==> src/logic/cqm_map.svh <==
// Register offsets, field positions, reset values and timing counts
`ifndef CQM_MAP_SVH
`define CQM_MAP_SVH
`define CQM_OFS_CFG 8'h00
`define CQM_OFS_THR1 8'h04
`define CQM_OFS_THR7 8'h1c
`define CQM_OFS_INDEX 8'h20
`define CQM_OFS_MEAN 8'h24
`define CQM_OFS_MSE 8'h28
`define CQM_OFS_PEAK 8'h2c
`define CQM_B_ENABLE 0
`define CQM_B_SQUARE 1
`define CQM_B_CAPTURE 2
`define CQM_F_PAIR 4:3
`define CQM_F_MEAN_GAIN 8:5
`define CQM_F_PEAK_GAIN 12:9
`define CQM_F_MEAN_SHIFT 16:13
`define CQM_F_PEAK_SHIFT 20:17
`define CQM_CFG_RESET 32'h0000_0000
`define CQM_THR_RESET 9'h000
`define CQM_MSE_MAX 9'h1ff
`define CQM_PEAK_MAX 6'h3f
`define CQM_PEAK_EXTRA_SHIFT 5'h03
`define CQM_LIMIT_1000 8'sh20
`define CQM_LIMIT_100 8'sh40
`define CQM_WINDOW_MS 1.0
`define CQM_WINDOW_SYMBOLS 125000
`endif

==> src/logic/cqm_pkg.sv <==
// Shared types of the channel quality monitor
package cqm_pkg;
  typedef logic [14:0] cqm_err_t;
  typedef logic [3:0] cqm_shift_t;
  typedef logic [1:0] cqm_pair_t;
  typedef logic [2:0] cqm_index_t;
endpackage

==> src/logic/cqm_cfg_if.sv <==
// Configuration and timing shared by the per-pair filter units
`timescale 1ns/1ps
interface cqm_cfg_if;
  logic enable;
  logic square_mode;
  logic is_1000;
  logic sample_valid;
  logic window_tick;
  cqm_pkg::cqm_shift_t mean_filter_gain_shift;
  cqm_pkg::cqm_shift_t peak_filter_gain_shift;
  modport ctrl (output enable, square_mode, is_1000, sample_valid, window_tick,
    mean_filter_gain_shift, peak_filter_gain_shift);
  modport unit (input enable, square_mode, is_1000, sample_valid, window_tick,
    mean_filter_gain_shift, peak_filter_gain_shift);
endinterface

==> src/logic/cqm_top.sv <==
// Channel quality monitor: register file, window timer and result scaling
//
// Strobed register access and the address map were chosen for this implementation.
`timescale 1ns/1ps
`include "cqm_map.svh"
module cqm_top #(
  parameter int WINDOW_SYMBOLS = `CQM_WINDOW_SYMBOLS
) (
  input wire logic mclk_in,
  input wire logic rst_n_in,
  input wire logic sample_valid_in,
  input wire logic speed_1000_in,
  input wire logic [31:0] slicer_err_in,
  input wire logic [7:0] addr_in,
  input wire logic [31:0] wdata_in,
  input wire logic wr_in,
  input wire logic rd_in,
  output logic [31:0] rdata_out
);
  cqm_cfg_if cfg_bus ();
  logic [31:0] cfg_reg, cfg_next;
  logic [8:0] thr_reg [1:7];
  logic [8:0] thr_next [1:7];
  logic [16:0] win_cnt_reg, win_cnt_next;
  cqm_pkg::cqm_index_t idx_cur_reg, idx_cur_next, idx_worst_reg, idx_worst_next;
  logic idx_wv_reg, idx_wv_next;
  cqm_pkg::cqm_err_t mean_res_reg, mean_res_next;
  logic [8:0] mse_res_reg, mse_res_next;
  logic [5:0] pk_cur_reg, pk_cur_next, pk_worst_reg, pk_worst_next;
  logic pk_wv_reg, pk_wv_next;
  logic [31:0] rdata_reg, rdata_next;
  cqm_pkg::cqm_err_t mean_snap [0:3];
  cqm_pkg::cqm_err_t peak_snap [0:3];
  cqm_pkg::cqm_err_t sel_mean, sel_peak, mean_sh, peak_sh;
  logic [4:0] peak_amt;
  logic [8:0] mse_calc;
  logic [5:0] pk_calc;
  cqm_pkg::cqm_index_t idx_calc;
  logic capture, enable, tick;

  assign enable = cfg_reg[`CQM_B_ENABLE];
  assign tick = sample_valid_in && (win_cnt_reg == 17'(WINDOW_SYMBOLS - 1));
  assign capture = wr_in && (addr_in == `CQM_OFS_CFG) && wdata_in[`CQM_B_CAPTURE];

  // Settings handed to all four pair filters
  assign cfg_bus.enable = enable;
  assign cfg_bus.square_mode = cfg_reg[`CQM_B_SQUARE];
  assign cfg_bus.is_1000 = speed_1000_in;
  assign cfg_bus.sample_valid = sample_valid_in;
  assign cfg_bus.window_tick = tick;
  assign cfg_bus.mean_filter_gain_shift = cfg_reg[`CQM_F_MEAN_GAIN];
  assign cfg_bus.peak_filter_gain_shift = cfg_reg[`CQM_F_PEAK_GAIN];

  // One filter unit per cable pair
  for (genvar p = 0; p < 4; p++) begin : g_pair
    cqm_pair_filter u_filt (
      .mclk_in(mclk_in),
      .rst_n_in(rst_n_in),
      .cfg(cfg_bus),
      .slicer_err_in(slicer_err_in[p*8 +: 8]),
      .mean_snap_out(mean_snap[p]),
      .peak_snap_out(peak_snap[p])
    );
  end

  // Scaling and index mapping for the selected pair
  always_comb begin
    // Pair comes from the capture write itself, shifts from the settings
    // already held; software programs shifts one write ahead of a capture
    sel_mean = mean_snap[wdata_in[`CQM_F_PAIR]];
    sel_peak = peak_snap[wdata_in[`CQM_F_PAIR]];
    mean_sh = sel_mean >> cfg_reg[`CQM_F_MEAN_SHIFT];
    mse_calc = (mean_sh > 15'(`CQM_MSE_MAX)) ? `CQM_MSE_MAX : mean_sh[8:0];
    peak_amt = {1'b0, cfg_reg[`CQM_F_PEAK_SHIFT]} + `CQM_PEAK_EXTRA_SHIFT;
    peak_sh = sel_peak >> peak_amt;
    pk_calc = (peak_sh > 15'(`CQM_PEAK_MAX)) ? `CQM_PEAK_MAX : peak_sh[5:0];
    idx_calc = 3'h0;
    // Thresholds are expected to fall from one to seven; highest match wins
    for (int k = 1; k <= 7; k++) begin
      if (mse_calc <= thr_reg[k]) begin
        idx_calc = 3'(k);
      end
    end
  end

  // Window counter runs on symbols only while enabled
  always_comb begin
    win_cnt_next = win_cnt_reg;
    // Restarting on disable keeps every window aligned to the enable write
    if (!enable) begin
      win_cnt_next = 17'h00000;
    end else if (sample_valid_in) begin
      win_cnt_next = tick ? 17'h00000 : 17'(win_cnt_reg + 17'h00001);
    end
  end

  // Register writes, captures and read-side effects
  always_comb begin
    cfg_next = cfg_reg;
    thr_next = thr_reg;
    idx_cur_next = idx_cur_reg;
    idx_worst_next = idx_worst_reg;
    idx_wv_next = idx_wv_reg;
    mean_res_next = mean_res_reg;
    mse_res_next = mse_res_reg;
    pk_cur_next = pk_cur_reg;
    pk_worst_next = pk_worst_reg;
    pk_wv_next = pk_wv_reg;
    // Upper configuration bits are not implemented and read back as zero
    if (wr_in && addr_in == `CQM_OFS_CFG) begin
      cfg_next = wdata_in;
      cfg_next[`CQM_B_CAPTURE] = 1'b0;
      cfg_next[31:21] = 11'h000;
    end
    for (int k = 1; k <= 7; k++) begin
      if (wr_in && addr_in == 8'(`CQM_OFS_THR1 + 4 * (k - 1))) begin
        thr_next[k] = wdata_in[8:0];
      end
    end
    // A read only clears the valid flag; a capture never shares its cycle
    if (rd_in && addr_in == `CQM_OFS_INDEX) begin
      idx_wv_next = 1'b0;
    end
    if (rd_in && addr_in == `CQM_OFS_PEAK) begin
      pk_wv_next = 1'b0;
    end
    // Capture only while measuring; otherwise old results stay put
    if (capture && enable) begin
      idx_cur_next = idx_calc;
      mean_res_next = sel_mean;
      mse_res_next = mse_calc;
      pk_cur_next = pk_calc;
      if (!idx_wv_reg || idx_calc < idx_worst_reg) begin
        idx_worst_next = idx_calc;
      end
      if (!pk_wv_reg || pk_calc > pk_worst_reg) begin
        pk_worst_next = pk_calc;
      end
      idx_wv_next = 1'b1;
      pk_wv_next = 1'b1;
    end
  end

  // Read data valid only in the cycle after the strobe
  always_comb begin
    rdata_next = 32'h0000_0000;
    if (rd_in) begin
      case (addr_in)
        `CQM_OFS_CFG: rdata_next = cfg_reg;
        `CQM_OFS_INDEX: rdata_next = {25'h0000000, idx_worst_reg, 1'b0, idx_cur_reg};
        `CQM_OFS_MEAN: rdata_next = {17'h00000, mean_res_reg};
        `CQM_OFS_MSE: rdata_next = {23'h000000, mse_res_reg};
        `CQM_OFS_PEAK: rdata_next = {18'h00000, pk_worst_reg, 2'h0, pk_cur_reg};
        default: begin
          // Threshold words sit at aligned offsets one to seven
          if (addr_in >= `CQM_OFS_THR1 && addr_in <= `CQM_OFS_THR7 && addr_in[1:0] == 2'h0) begin
            rdata_next = {23'h000000, thr_reg[3'(((addr_in - `CQM_OFS_THR1) >> 2) + 8'h01)]};
          end
        end
      endcase
    end
  end

  always_ff @(posedge mclk_in) begin
    if (!rst_n_in) begin
      cfg_reg <= `CQM_CFG_RESET;
      for (int k = 1; k <= 7; k++) begin
        thr_reg[k] <= `CQM_THR_RESET;
      end
      win_cnt_reg <= 17'h00000;
      idx_cur_reg <= 3'h0;
      idx_worst_reg <= 3'h0;
      idx_wv_reg <= 1'b0;
      mean_res_reg <= 15'h0000;
      mse_res_reg <= 9'h000;
      pk_cur_reg <= 6'h00;
      pk_worst_reg <= 6'h00;
      pk_wv_reg <= 1'b0;
      rdata_reg <= 32'h0000_0000;
    end else begin
      cfg_reg <= cfg_next;
      thr_reg <= thr_next;
      win_cnt_reg <= win_cnt_next;
      idx_cur_reg <= idx_cur_next;
      idx_worst_reg <= idx_worst_next;
      idx_wv_reg <= idx_wv_next;
      mean_res_reg <= mean_res_next;
      mse_res_reg <= mse_res_next;
      pk_cur_reg <= pk_cur_next;
      pk_worst_reg <= pk_worst_next;
      pk_wv_reg <= pk_wv_next;
      rdata_reg <= rdata_next;
    end
  end

  assign rdata_out = rdata_reg;
endmodule

==> src/logic/cqm_pair_filter.sv <==
// Mean and peak error filters with 1 ms snapshots for one cable pair
`timescale 1ns/1ps
`include "cqm_map.svh"
module cqm_pair_filter (
  input wire logic mclk_in,
  input wire logic rst_n_in,
  cqm_cfg_if.unit cfg,
  input wire logic signed [7:0] slicer_err_in,
  output cqm_pkg::cqm_err_t mean_snap_out,
  output cqm_pkg::cqm_err_t peak_snap_out
);
  logic [22:0] mean_f_reg, mean_f_next;
  logic [22:0] peak_f_reg, peak_f_next;
  cqm_pkg::cqm_err_t peak_max_reg, peak_max_next;
  cqm_pkg::cqm_err_t mean_snap_reg, mean_snap_next;
  cqm_pkg::cqm_err_t peak_snap_reg, peak_snap_next;
  logic signed [7:0] limit, err_b;
  logic [6:0] err_abs;
  logic [7:0] err_x;
  cqm_pkg::cqm_err_t err_sq, mean_in, peak_int, win_max;

  // First-order low-pass in 15.8 fixed point; fraction avoids a dead zone
  function automatic logic [22:0] lp_step(input logic [22:0] f, input cqm_pkg::cqm_err_t x,
                                          input cqm_pkg::cqm_shift_t sh);
    logic signed [23:0] diff;
    logic signed [23:0] sum;
    diff = $signed({1'b0, x, 8'h00}) - $signed({1'b0, f});
    sum = $signed({1'b0, f}) + (diff >>> sh);
    return sum[22:0];
  endfunction

  // Bound, rectify, scale and square the slicer error
  always_comb begin
    limit = cfg.is_1000 ? `CQM_LIMIT_1000 : `CQM_LIMIT_100;
    if (slicer_err_in > limit) begin
      err_b = limit;
    end else if (slicer_err_in < -limit) begin
      err_b = -limit;
    end else begin
      err_b = slicer_err_in;
    end
    err_abs = err_b[7] ? 7'(-err_b) : err_b[6:0];
    err_x = cfg.is_1000 ? {err_abs, 1'b0} : {1'b0, err_abs};
    err_sq = {7'h00, err_x} * {7'h00, err_x}; // Widened first so the square never wraps
    mean_in = cfg.square_mode ? err_sq : {7'h00, err_x};
  end

  // Filter, window maximum and snapshot next values
  always_comb begin
    peak_int = peak_f_reg[22:8];
    win_max = (peak_int > peak_max_reg) ? peak_int : peak_max_reg;
    mean_f_next = mean_f_reg;
    peak_f_next = peak_f_reg;
    peak_max_next = peak_max_reg;
    mean_snap_next = mean_snap_reg;
    peak_snap_next = peak_snap_reg;
    if (!cfg.enable) begin
      mean_f_next = 23'h000000;
      peak_f_next = 23'h000000;
      peak_max_next = 15'h0000;
      mean_snap_next = 15'h0000;
      peak_snap_next = 15'h0000;
    end else if (cfg.sample_valid) begin
      mean_f_next = lp_step(mean_f_reg, mean_in, cfg.mean_filter_gain_shift);
      peak_f_next = lp_step(peak_f_reg, err_sq, cfg.peak_filter_gain_shift);
      peak_max_next = win_max;
      if (cfg.window_tick) begin
        mean_snap_next = mean_f_reg[22:8];
        peak_snap_next = win_max;
        peak_max_next = 15'h0000;
      end
    end
  end

  always_ff @(posedge mclk_in) begin
    if (!rst_n_in) begin
      mean_f_reg <= 23'h000000;
      peak_f_reg <= 23'h000000;
      peak_max_reg <= 15'h0000;
      mean_snap_reg <= 15'h0000;
      peak_snap_reg <= 15'h0000;
    end else begin
      mean_f_reg <= mean_f_next;
      peak_f_reg <= peak_f_next;
      peak_max_reg <= peak_max_next;
      mean_snap_reg <= mean_snap_next;
      peak_snap_reg <= peak_snap_next;
    end
  end

  assign mean_snap_out = mean_snap_reg;
  assign peak_snap_out = peak_snap_reg;
endmodule

==> config.mk <==
export PLATFORM = sky130hd
export DESIGN_NAME = cqm_top
export DESIGN_NICKNAME = d
export VERILOG_FILES = /design/src/logic/cqm_pkg.sv /design/src/logic/cqm_cfg_if.sv /design/src/logic/cqm_top.sv /design/src/logic/cqm_pair_filter.sv
export VERILOG_INCLUDE_DIRS = /design/src /design/src/logic
export SDC_FILE = /design/constraint.sdc
export NUM_CORES = 2
export LEC_CHECK = 0
export ABC_CLOCK_PERIOD_IN_PS = 16000
export BUFFER_PORTS_ARGS = -buffer_cell sky130_fd_sc_hd__buf_2
export CAP_MARGIN = 20
export CORE_MARGIN = 10
export CORE_UTILIZATION = 50
export DETAILED_ROUTE_END_ITERATION = 6
export HOLD_SLACK_MARGIN = 0.05
export PLACE_DENSITY_LB_ADDON = 0.12
export REMOVE_ABC_BUFFERS = 1
export SETUP_SLACK_MARGIN = 0.15
export SKIP_CTS_REPAIR_TIMING = 1
export SLEW_MARGIN = 10
export SYNTH_ARGS = -nofsm -noshare
export SYNTH_HDL_FRONTEND = slang
export SYNTH_SLANG_ARGS = --single-unit
==> constraint.sdc <==
create_clock -name mclk_in -period 16 [get_ports mclk_in]
set_input_delay 4.8 -clock mclk_in [delete_from_list [all_inputs] [get_ports mclk_in]]
set_output_delay 4.8 -clock mclk_in [all_outputs]
set_load 0.02 [all_outputs]
==> flow_summary.html <==
<table>
<tr><th>Metric</th><th>Value</th></tr>
<tr><th colspan="2">Timing</th></tr>
<tr><td>Maximum clock rate</td><td>approximately 0.066 GHz</td></tr>
<tr><td>Slew headroom</td><td>between 15 and 20%</td></tr>
<tr><td>Fin. Hold Viols</td><td>0</td></tr>
<tr><td>Final Max Tran Viols</td><td>0</td></tr>
<tr><td>Actual transition at the worst max-transition pin</td><td>around 1.2 ns</td></tr>
<tr><td>Final critical-path required period</td><td>~15 ns</td></tr>
<tr><td>Part of the cycle the worst path needs</td><td>a little over nine tenths</td></tr>
<tr><td>Setup-violating endpoint count in the final report</td><td>0</td></tr>
<tr><td>Worst clock skew</td><td>0.0222 ns</td></tr>
<tr><td>Setup repair after global routing missed its margin</td><td>yes</td></tr>
<tr><td>PnR worst setup slack</td><td>approximately 0.76 ns</td></tr>
<tr><th colspan="2">Worst setup path</th></tr>
<tr><td>Startpoint-to-endpoint class of the critical path</td><td>in -&gt; reg</td></tr>
<tr><td>Endpoint of the lowest-slack register-to-register path</td><td>g_pair[3].u_filt.mean_f_reg[22]</td></tr>
<tr><td>CP max stage cell</td><td>sky130_fd_sc_hd__fa_1</td></tr>
<tr><td>CP max FO</td><td>7</td></tr>
<tr><td>Depth of the critical timing path with buffers and inverters included</td><td>55</td></tr>
<tr><td>Required time of the critical path</td><td>between 15 and 20 ns</td></tr>
<tr><td>Number of cells on the worst reg-to-reg path</td><td>25</td></tr>
<tr><td>Setup crit end kind</td><td>register</td></tr>
<tr><td>Reg2reg setup slack</td><td>9.11 ns</td></tr>
<tr><td>Arrival time of the worst setup path</td><td>between 15 and 20 ns</td></tr>
<tr><td>Bufs and invs on worst path</td><td>7</td></tr>
<tr><td>Beginning of the worst register-to-register path</td><td>cfg_reg[1]</td></tr>
<tr><td>Largest stage delay on the critical path</td><td>roughly 0.5 ns</td></tr>
<tr><td>Type of origin of the critical path</td><td>input port</td></tr>
<tr><td>Worst path top cell family by delay</td><td>compound AO/OA/AOI/OAI gates</td></tr>
<tr><th colspan="2">Clock network</th></tr>
<tr><td>Buffers from clock root to sink, at most</td><td>3</td></tr>
<tr><td>Htree depth</td><td>2</td></tr>
<tr><td>Clock buffers created by TritonCTS</td><td>60</td></tr>
<tr><td>CTS tree</td><td>done</td></tr>
<tr><td>Clock-pin slew of the registers on the worst-case setup and hold paths</td><td>roughly 0.070 ns</td></tr>
<tr><td>Clock latency of the later-clocked register in the worst-skew pair</td><td>between 0.6 and 0.7 ns</td></tr>
<tr><td>Clock sink total</td><td>517</td></tr>
<tr><td>Buffer type at the clock tree root</td><td>sky130_fd_sc_hd__clkbuf_16</td></tr>
<tr><th colspan="2">Pwr</th></tr>
<tr><td>IR drop worst, VDD</td><td>approximately 0.10 mV</td></tr>
<tr><td>Switching fraction of total power</td><td>between 40% and 50%</td></tr>
<tr><td>Total Power</td><td>~7400 µW</td></tr>
<tr><td>Power Density</td><td>122 nW/µm²</td></tr>
<tr><td>P_int</td><td>about 4200 µW</td></tr>
<tr><td>Sequential power share</td><td>17.3%</td></tr>
<tr><td>Share of power burned in the clock network</td><td>20.3%</td></tr>
<tr><td>Net switching power</td><td>roughly 3300 µW</td></tr>
<tr><td>P_leak</td><td>0.0268 µW</td></tr>
<tr><td>Comb pwr share</td><td>approximately 62%</td></tr>
<tr><th colspan="2">Final layout</th></tr>
<tr><td>Fraction of final layout cells sized beyond drive strength 1</td><td>under 10%</td></tr>
<tr><td>Nets</td><td>slightly above 8000</td></tr>
<tr><td>Area of the multi-input gates</td><td>around 42000 µm²</td></tr>
<tr><td>Number of filler cells placed in the layout</td><td>~11000</td></tr>
<tr><td>Diode count</td><td>0</td></tr>
<tr><td>Register cell area after layout</td><td>between 10000 and 15000 µm²</td></tr>
<tr><td>Area added between synthesis and finish</td><td>8.81%</td></tr>
<tr><td>Finished Cell Area</td><td>61100 µm²</td></tr>
<tr><th colspan="2">Route</th></tr>
<tr><td>Detail-routed net length per standard cell</td><td>roughly 19 µm</td></tr>
<tr><td>Post-DR vias/cell</td><td>roughly 6</td></tr>
<tr><td>Total length of routed wires</td><td>170 mm</td></tr>
<tr><td>DRC violation count after routing</td><td>0</td></tr>
<tr><td>Detail Route Antenna Nets</td><td>0</td></tr>
<tr><td>Drt first-iter violations</td><td>between 4000 and 5000</td></tr>
<tr><td>DRT Pass-1 Iters</td><td>6</td></tr>
<tr><td>Via count of the routed design</td><td>52000</td></tr>
<tr><th colspan="2">Placed design</th></tr>
<tr><td>Port buffer count</td><td>87</td></tr>
<tr><td>RePlAce Congestion</td><td>roughly 0.94</td></tr>
<tr><td>Post-placement setup slack</td><td>between 0.1 and 0.15 ns</td></tr>
<tr><td>Placed cell area</td><td>58800 µm²</td></tr>
<tr><td>HPWL after detailed placement</td><td>approximately 130 mm</td></tr>
<tr><th colspan="2">Synthesis</th></tr>
<tr><td>Post-synthesis async set-or-reset flop share</td><td>0%</td></tr>
<tr><td>Sequential cell area fraction in the yosys report</td><td>a little under a fifth</td></tr>
<tr><td>Number of register bits inferred by synthesis</td><td>517</td></tr>
<tr><td>Number of synthesis warnings</td><td>0</td></tr>
<tr><td>Cell accounting for the most synthesized area</td><td>sky130_fd_sc_hd__dfxtp_1</td></tr>
<tr><td>Post-Syn Area</td><td>~56000 µm²</td></tr>
<tr><td>Library cells used by synthesis</td><td>111</td></tr>
<tr><td>Cell types occupying the most area after synthesis</td><td>sky130_fd_sc_hd__dfxtp_1, sky130_fd_sc_hd__ha_1, sky130_fd_sc_hd__mux2i_1</td></tr>
<tr><td>Instance count of the mapped netlist</td><td>roughly 7300</td></tr>
<tr><td>Synth Flop Type</td><td>sky130_fd_sc_hd__dfxtp_1</td></tr>
<tr><td>Fraction of synthesized cell area taken by the top area cell type</td><td>a little under a fifth</td></tr>
<tr><td>Count of flip-flops with a built-in enable after synthesis</td><td>0</td></tr>
<tr><td>Avg Cell Area, Syn</td><td>between 7 and 8 µm²</td></tr>
<tr><th colspan="2">Hold path</th></tr>
<tr><td>End point of the worst hold path</td><td>g_pair[0].u_filt.mean_snap_out[12]</td></tr>
<tr><td>Kind of path behind the tightest hold check</td><td>reg -&gt; reg</td></tr>
<tr><td>Min-delay src</td><td>g_pair[0].u_filt.mean_snap_out[12]</td></tr>
<tr><td>Hold Path Depth</td><td>2</td></tr>
<tr><th colspan="2">Floorplan</th></tr>
<tr><td>Initial Utilization</td><td>50.5%</td></tr>
<tr><td>FP Rows</td><td>roughly 120</td></tr>
<tr><td>Placeable core region</td><td>between 100000 and 150000 µm²</td></tr>
<tr><td>Die boundary height</td><td>between 300 and 400 µm</td></tr>
<tr><td>Die X-Extent</td><td>approximately 360 µm</td></tr>
<tr><td>Die Footprint</td><td>~130000 µm²</td></tr>
<tr><td>IO Pins</td><td>110</td></tr>
<tr><th colspan="2">Global route</th></tr>
<tr><td>Total congestion overflow after global routing</td><td>0</td></tr>
<tr><td>GRT Resource Usage Total</td><td>approximately 26%</td></tr>
<tr><td>Number of antenna violations at the first check in global routing</td><td>2</td></tr>
<tr><td>Maximum number of pins on one net before global-route repair</td><td>95</td></tr>
<tr><td>Via count of the first global-routing pass</td><td>~50000</td></tr>
<tr><td>Wire length of the first global-routing pass</td><td>roughly 270 mm</td></tr>
<tr><th colspan="2">Run status</th></tr>
<tr><td>Run status</td><td>complete, no violations</td></tr>
<tr><th colspan="2">Job</th></tr>
<tr><td>Number of violations of the max-capacitance limit</td><td>0</td></tr>
</table>
cell usage in the layout (no fill, tap or decap), types with 33 or more instances in the layout:
cell,Yosys,layout
sky130_fd_sc_hd__a21oi_1,619,617
sky130_fd_sc_hd__nand4_1,72,72
sky130_fd_sc_hd__mux2_2,64,64
sky130_fd_sc_hd__inv_1,553,549
sky130_fd_sc_hd__a21boi_0,72,72
sky130_fd_sc_hd__a211oi_1,162,160
sky130_fd_sc_hd__fa_1,106,106
sky130_fd_sc_hd__nand2b_1,68,68
sky130_fd_sc_hd__a31oi_1,66,65
sky130_fd_sc_hd__nand2_1,702,701
sky130_fd_sc_hd__buf_2,14,85
sky130_fd_sc_hd__o21a_1,94,94
sky130_fd_sc_hd__xor2_1,114,113
sky130_fd_sc_hd__ha_1,575,575
sky130_fd_sc_hd__nor2b_1,128,128
sky130_fd_sc_hd__o22ai_1,33,33
sky130_fd_sc_hd__mux4_2,67,67
sky130_fd_sc_hd__nand3_1,107,107
sky130_fd_sc_hd__a22o_1,42,42
sky130_fd_sc_hd__xnor2_1,259,255
sky130_fd_sc_hd__and3_1,40,40
sky130_fd_sc_hd__and2_1,70,71
sky130_fd_sc_hd__clkbuf_16,0,61
sky130_fd_sc_hd__nor3_1,114,111
sky130_fd_sc_hd__dfxtp_1,517,508
sky130_fd_sc_hd__buf_4,11,227
sky130_fd_sc_hd__nor2_1,804,800
sky130_fd_sc_hd__a21o_1,184,184
sky130_fd_sc_hd__mux2i_1,410,409
sky130_fd_sc_hd__o211ai_1,55,55
sky130_fd_sc_hd__o21ai_0,345,345
Yosys cell counts, types with 63 or more instances:
cell type and instances:
sky130_fd_sc_hd__a21oi_1 619, sky130_fd_sc_hd__nor3_1 114, sky130_fd_sc_hd__xnor2_1 259, sky130_fd_sc_hd__nand4_1 72, sky130_fd_sc_hd__inv_1 553, sky130_fd_sc_hd__nor2b_1 128, sky130_fd_sc_hd__a31oi_1 66, sky130_fd_sc_hd__nand2_1 702
sky130_fd_sc_hd__mux2_2 64, sky130_fd_sc_hd__a211oi_1 162, sky130_fd_sc_hd__mux2i_1 410, sky130_fd_sc_hd__ha_1 575, sky130_fd_sc_hd__buf_1 63, sky130_fd_sc_hd__nand2b_1 68, sky130_fd_sc_hd__and2_1 70, sky130_fd_sc_hd__mux4_2 67
sky130_fd_sc_hd__nand3_1 107, sky130_fd_sc_hd__xor2_1 114, sky130_fd_sc_hd__o21ai_0 345, sky130_fd_sc_hd__nor2_1 804, sky130_fd_sc_hd__a21o_1 184, sky130_fd_sc_hd__dfxtp_1 517, sky130_fd_sc_hd__o21a_1 94, sky130_fd_sc_hd__a21boi_0 72
sky130_fd_sc_hd__fa_1 106, sky130_fd_sc_hd__clkbuf_1 295
power by group through the flow:
stage / clock (µW) / combinational [µW] / sequential [µW]
2_1_floorplan: 0 / 3250 / 1320
3_3_place_gp: 0 / 4520 / 1320
3_5_place_dp: 0 / 4570 / 1320
4_1_cts: 1540 / 4600 / 1290
5_1_grt: 1590 / 5140 / 1290
6_report: 1510 / 4650 / 1290
cell type report:
cell class,instances,area share [%]
Multi-Input combinational cell,5866,69.4
Sequential cell,517,17.0
Timing Repair Buffer,317,3.61
Inverter,560,3.44
Tap cell,1488,3.05
Clock buffer,85,2.89
Clock inverter,26,0.623
metrics by stage:
step | util, % | TNS [ns] | hold slack (ns) | std cells
CTS | 54.8 | 0 | 0.452 | 8851
detailed placement | 52.9 | 0 | 0.444 | 8740
global route | 55.0 | 0 | 0.467 | 8859
finish | 55.0 | 0 | 0.450 | 8859
floorplan | - | -173.04 | 0.429 | 6943
global placement | 52.9 | 0 | 0.440 | 8737
layer usage:
metal	part of all wire, %	wire length, µm	track usage [%]	vias up
met5	0.018	30	0	-
li1	-	-	-	25900
met1	46	78800	35.6	24500
met4	3.2	5390	8.21	4
met3	5.4	9190	3.03	229
met2	45	76200	42.0	1330
cell families (layout without fill, tap and decap cells):
kind of cell	Yosys count	in the layout	synth area share [%]
AO/OA/AOI/OAI	1994	1994	23.0
XOR/XNOR	375	375	5.90
adder cells (fa/ha/maj)	681	681	16.6
buffers and inverters	944	988	6.43
flip-flops	517	517	18.4
multiplexers	542	542	11.3
other	2	23	0.0134
AND/OR/NAND/NOR	2251	2251	18.3
worst max-delay path by stage:
stage / startpoint / to / slack [ns]
after floorplan: sample_valid_in / g_pair[2].u_filt.peak_max_reg[0] / -3.29
after global placement: speed_1000_in / g_pair[1].u_filt.peak_f_reg[22] / 0.27
after detailed placement: speed_1000_in / g_pair[1].u_filt.mean_f_reg[18] / 0.13
after CTS: speed_1000_in / g_pair[1].u_filt.mean_f_reg[18] / 0.79
after global routing: speed_1000_in / g_pair[0].u_filt.peak_f_reg[21] / 0.07
final: speed_1000_in / g_pair[0].u_filt.peak_f_reg[21] / 0.76
worst register-to-register path, cell delays in order, from the launching register on:
cell                       delay (ns)
sky130_fd_sc_hd__dfxtp_2         0.61
sky130_fd_sc_hd__buf_4           0.55
sky130_fd_sc_hd__o21ai_0         0.40
sky130_fd_sc_hd__ha_1            0.44
sky130_fd_sc_hd__nand2_1         0.08
sky130_fd_sc_hd__o31ai_2         0.42
sky130_fd_sc_hd__a21o_1          0.19
sky130_fd_sc_hd__a21oi_1         0.07
sky130_fd_sc_hd__xnor2_1         0.17
sky130_fd_sc_hd__mux4_2          0.53
sky130_fd_sc_hd__mux2_2          0.31
sky130_fd_sc_hd__nand2_1         0.06
sky130_fd_sc_hd__o21ai_0         0.11
sky130_fd_sc_hd__ha_1            0.25
sky130_fd_sc_hd__fa_1            0.40
sky130_fd_sc_hd__a21o_1          0.22
sky130_fd_sc_hd__a31oi_1         0.24
sky130_fd_sc_hd__o221ai_1        0.22
sky130_fd_sc_hd__nand2_1         0.14
sky130_fd_sc_hd__o211a_1         0.18
sky130_fd_sc_hd__a21boi_0        0.12
sky130_fd_sc_hd__a41o_1          0.29
sky130_fd_sc_hd__a211oi_1        0.26
sky130_fd_sc_hd__xnor2_1         0.11
sky130_fd_sc_hd__or3_1           0.31
sky130_fd_sc_hd__a21oi_1         0.14
Power figures use the tool's default switching activity.
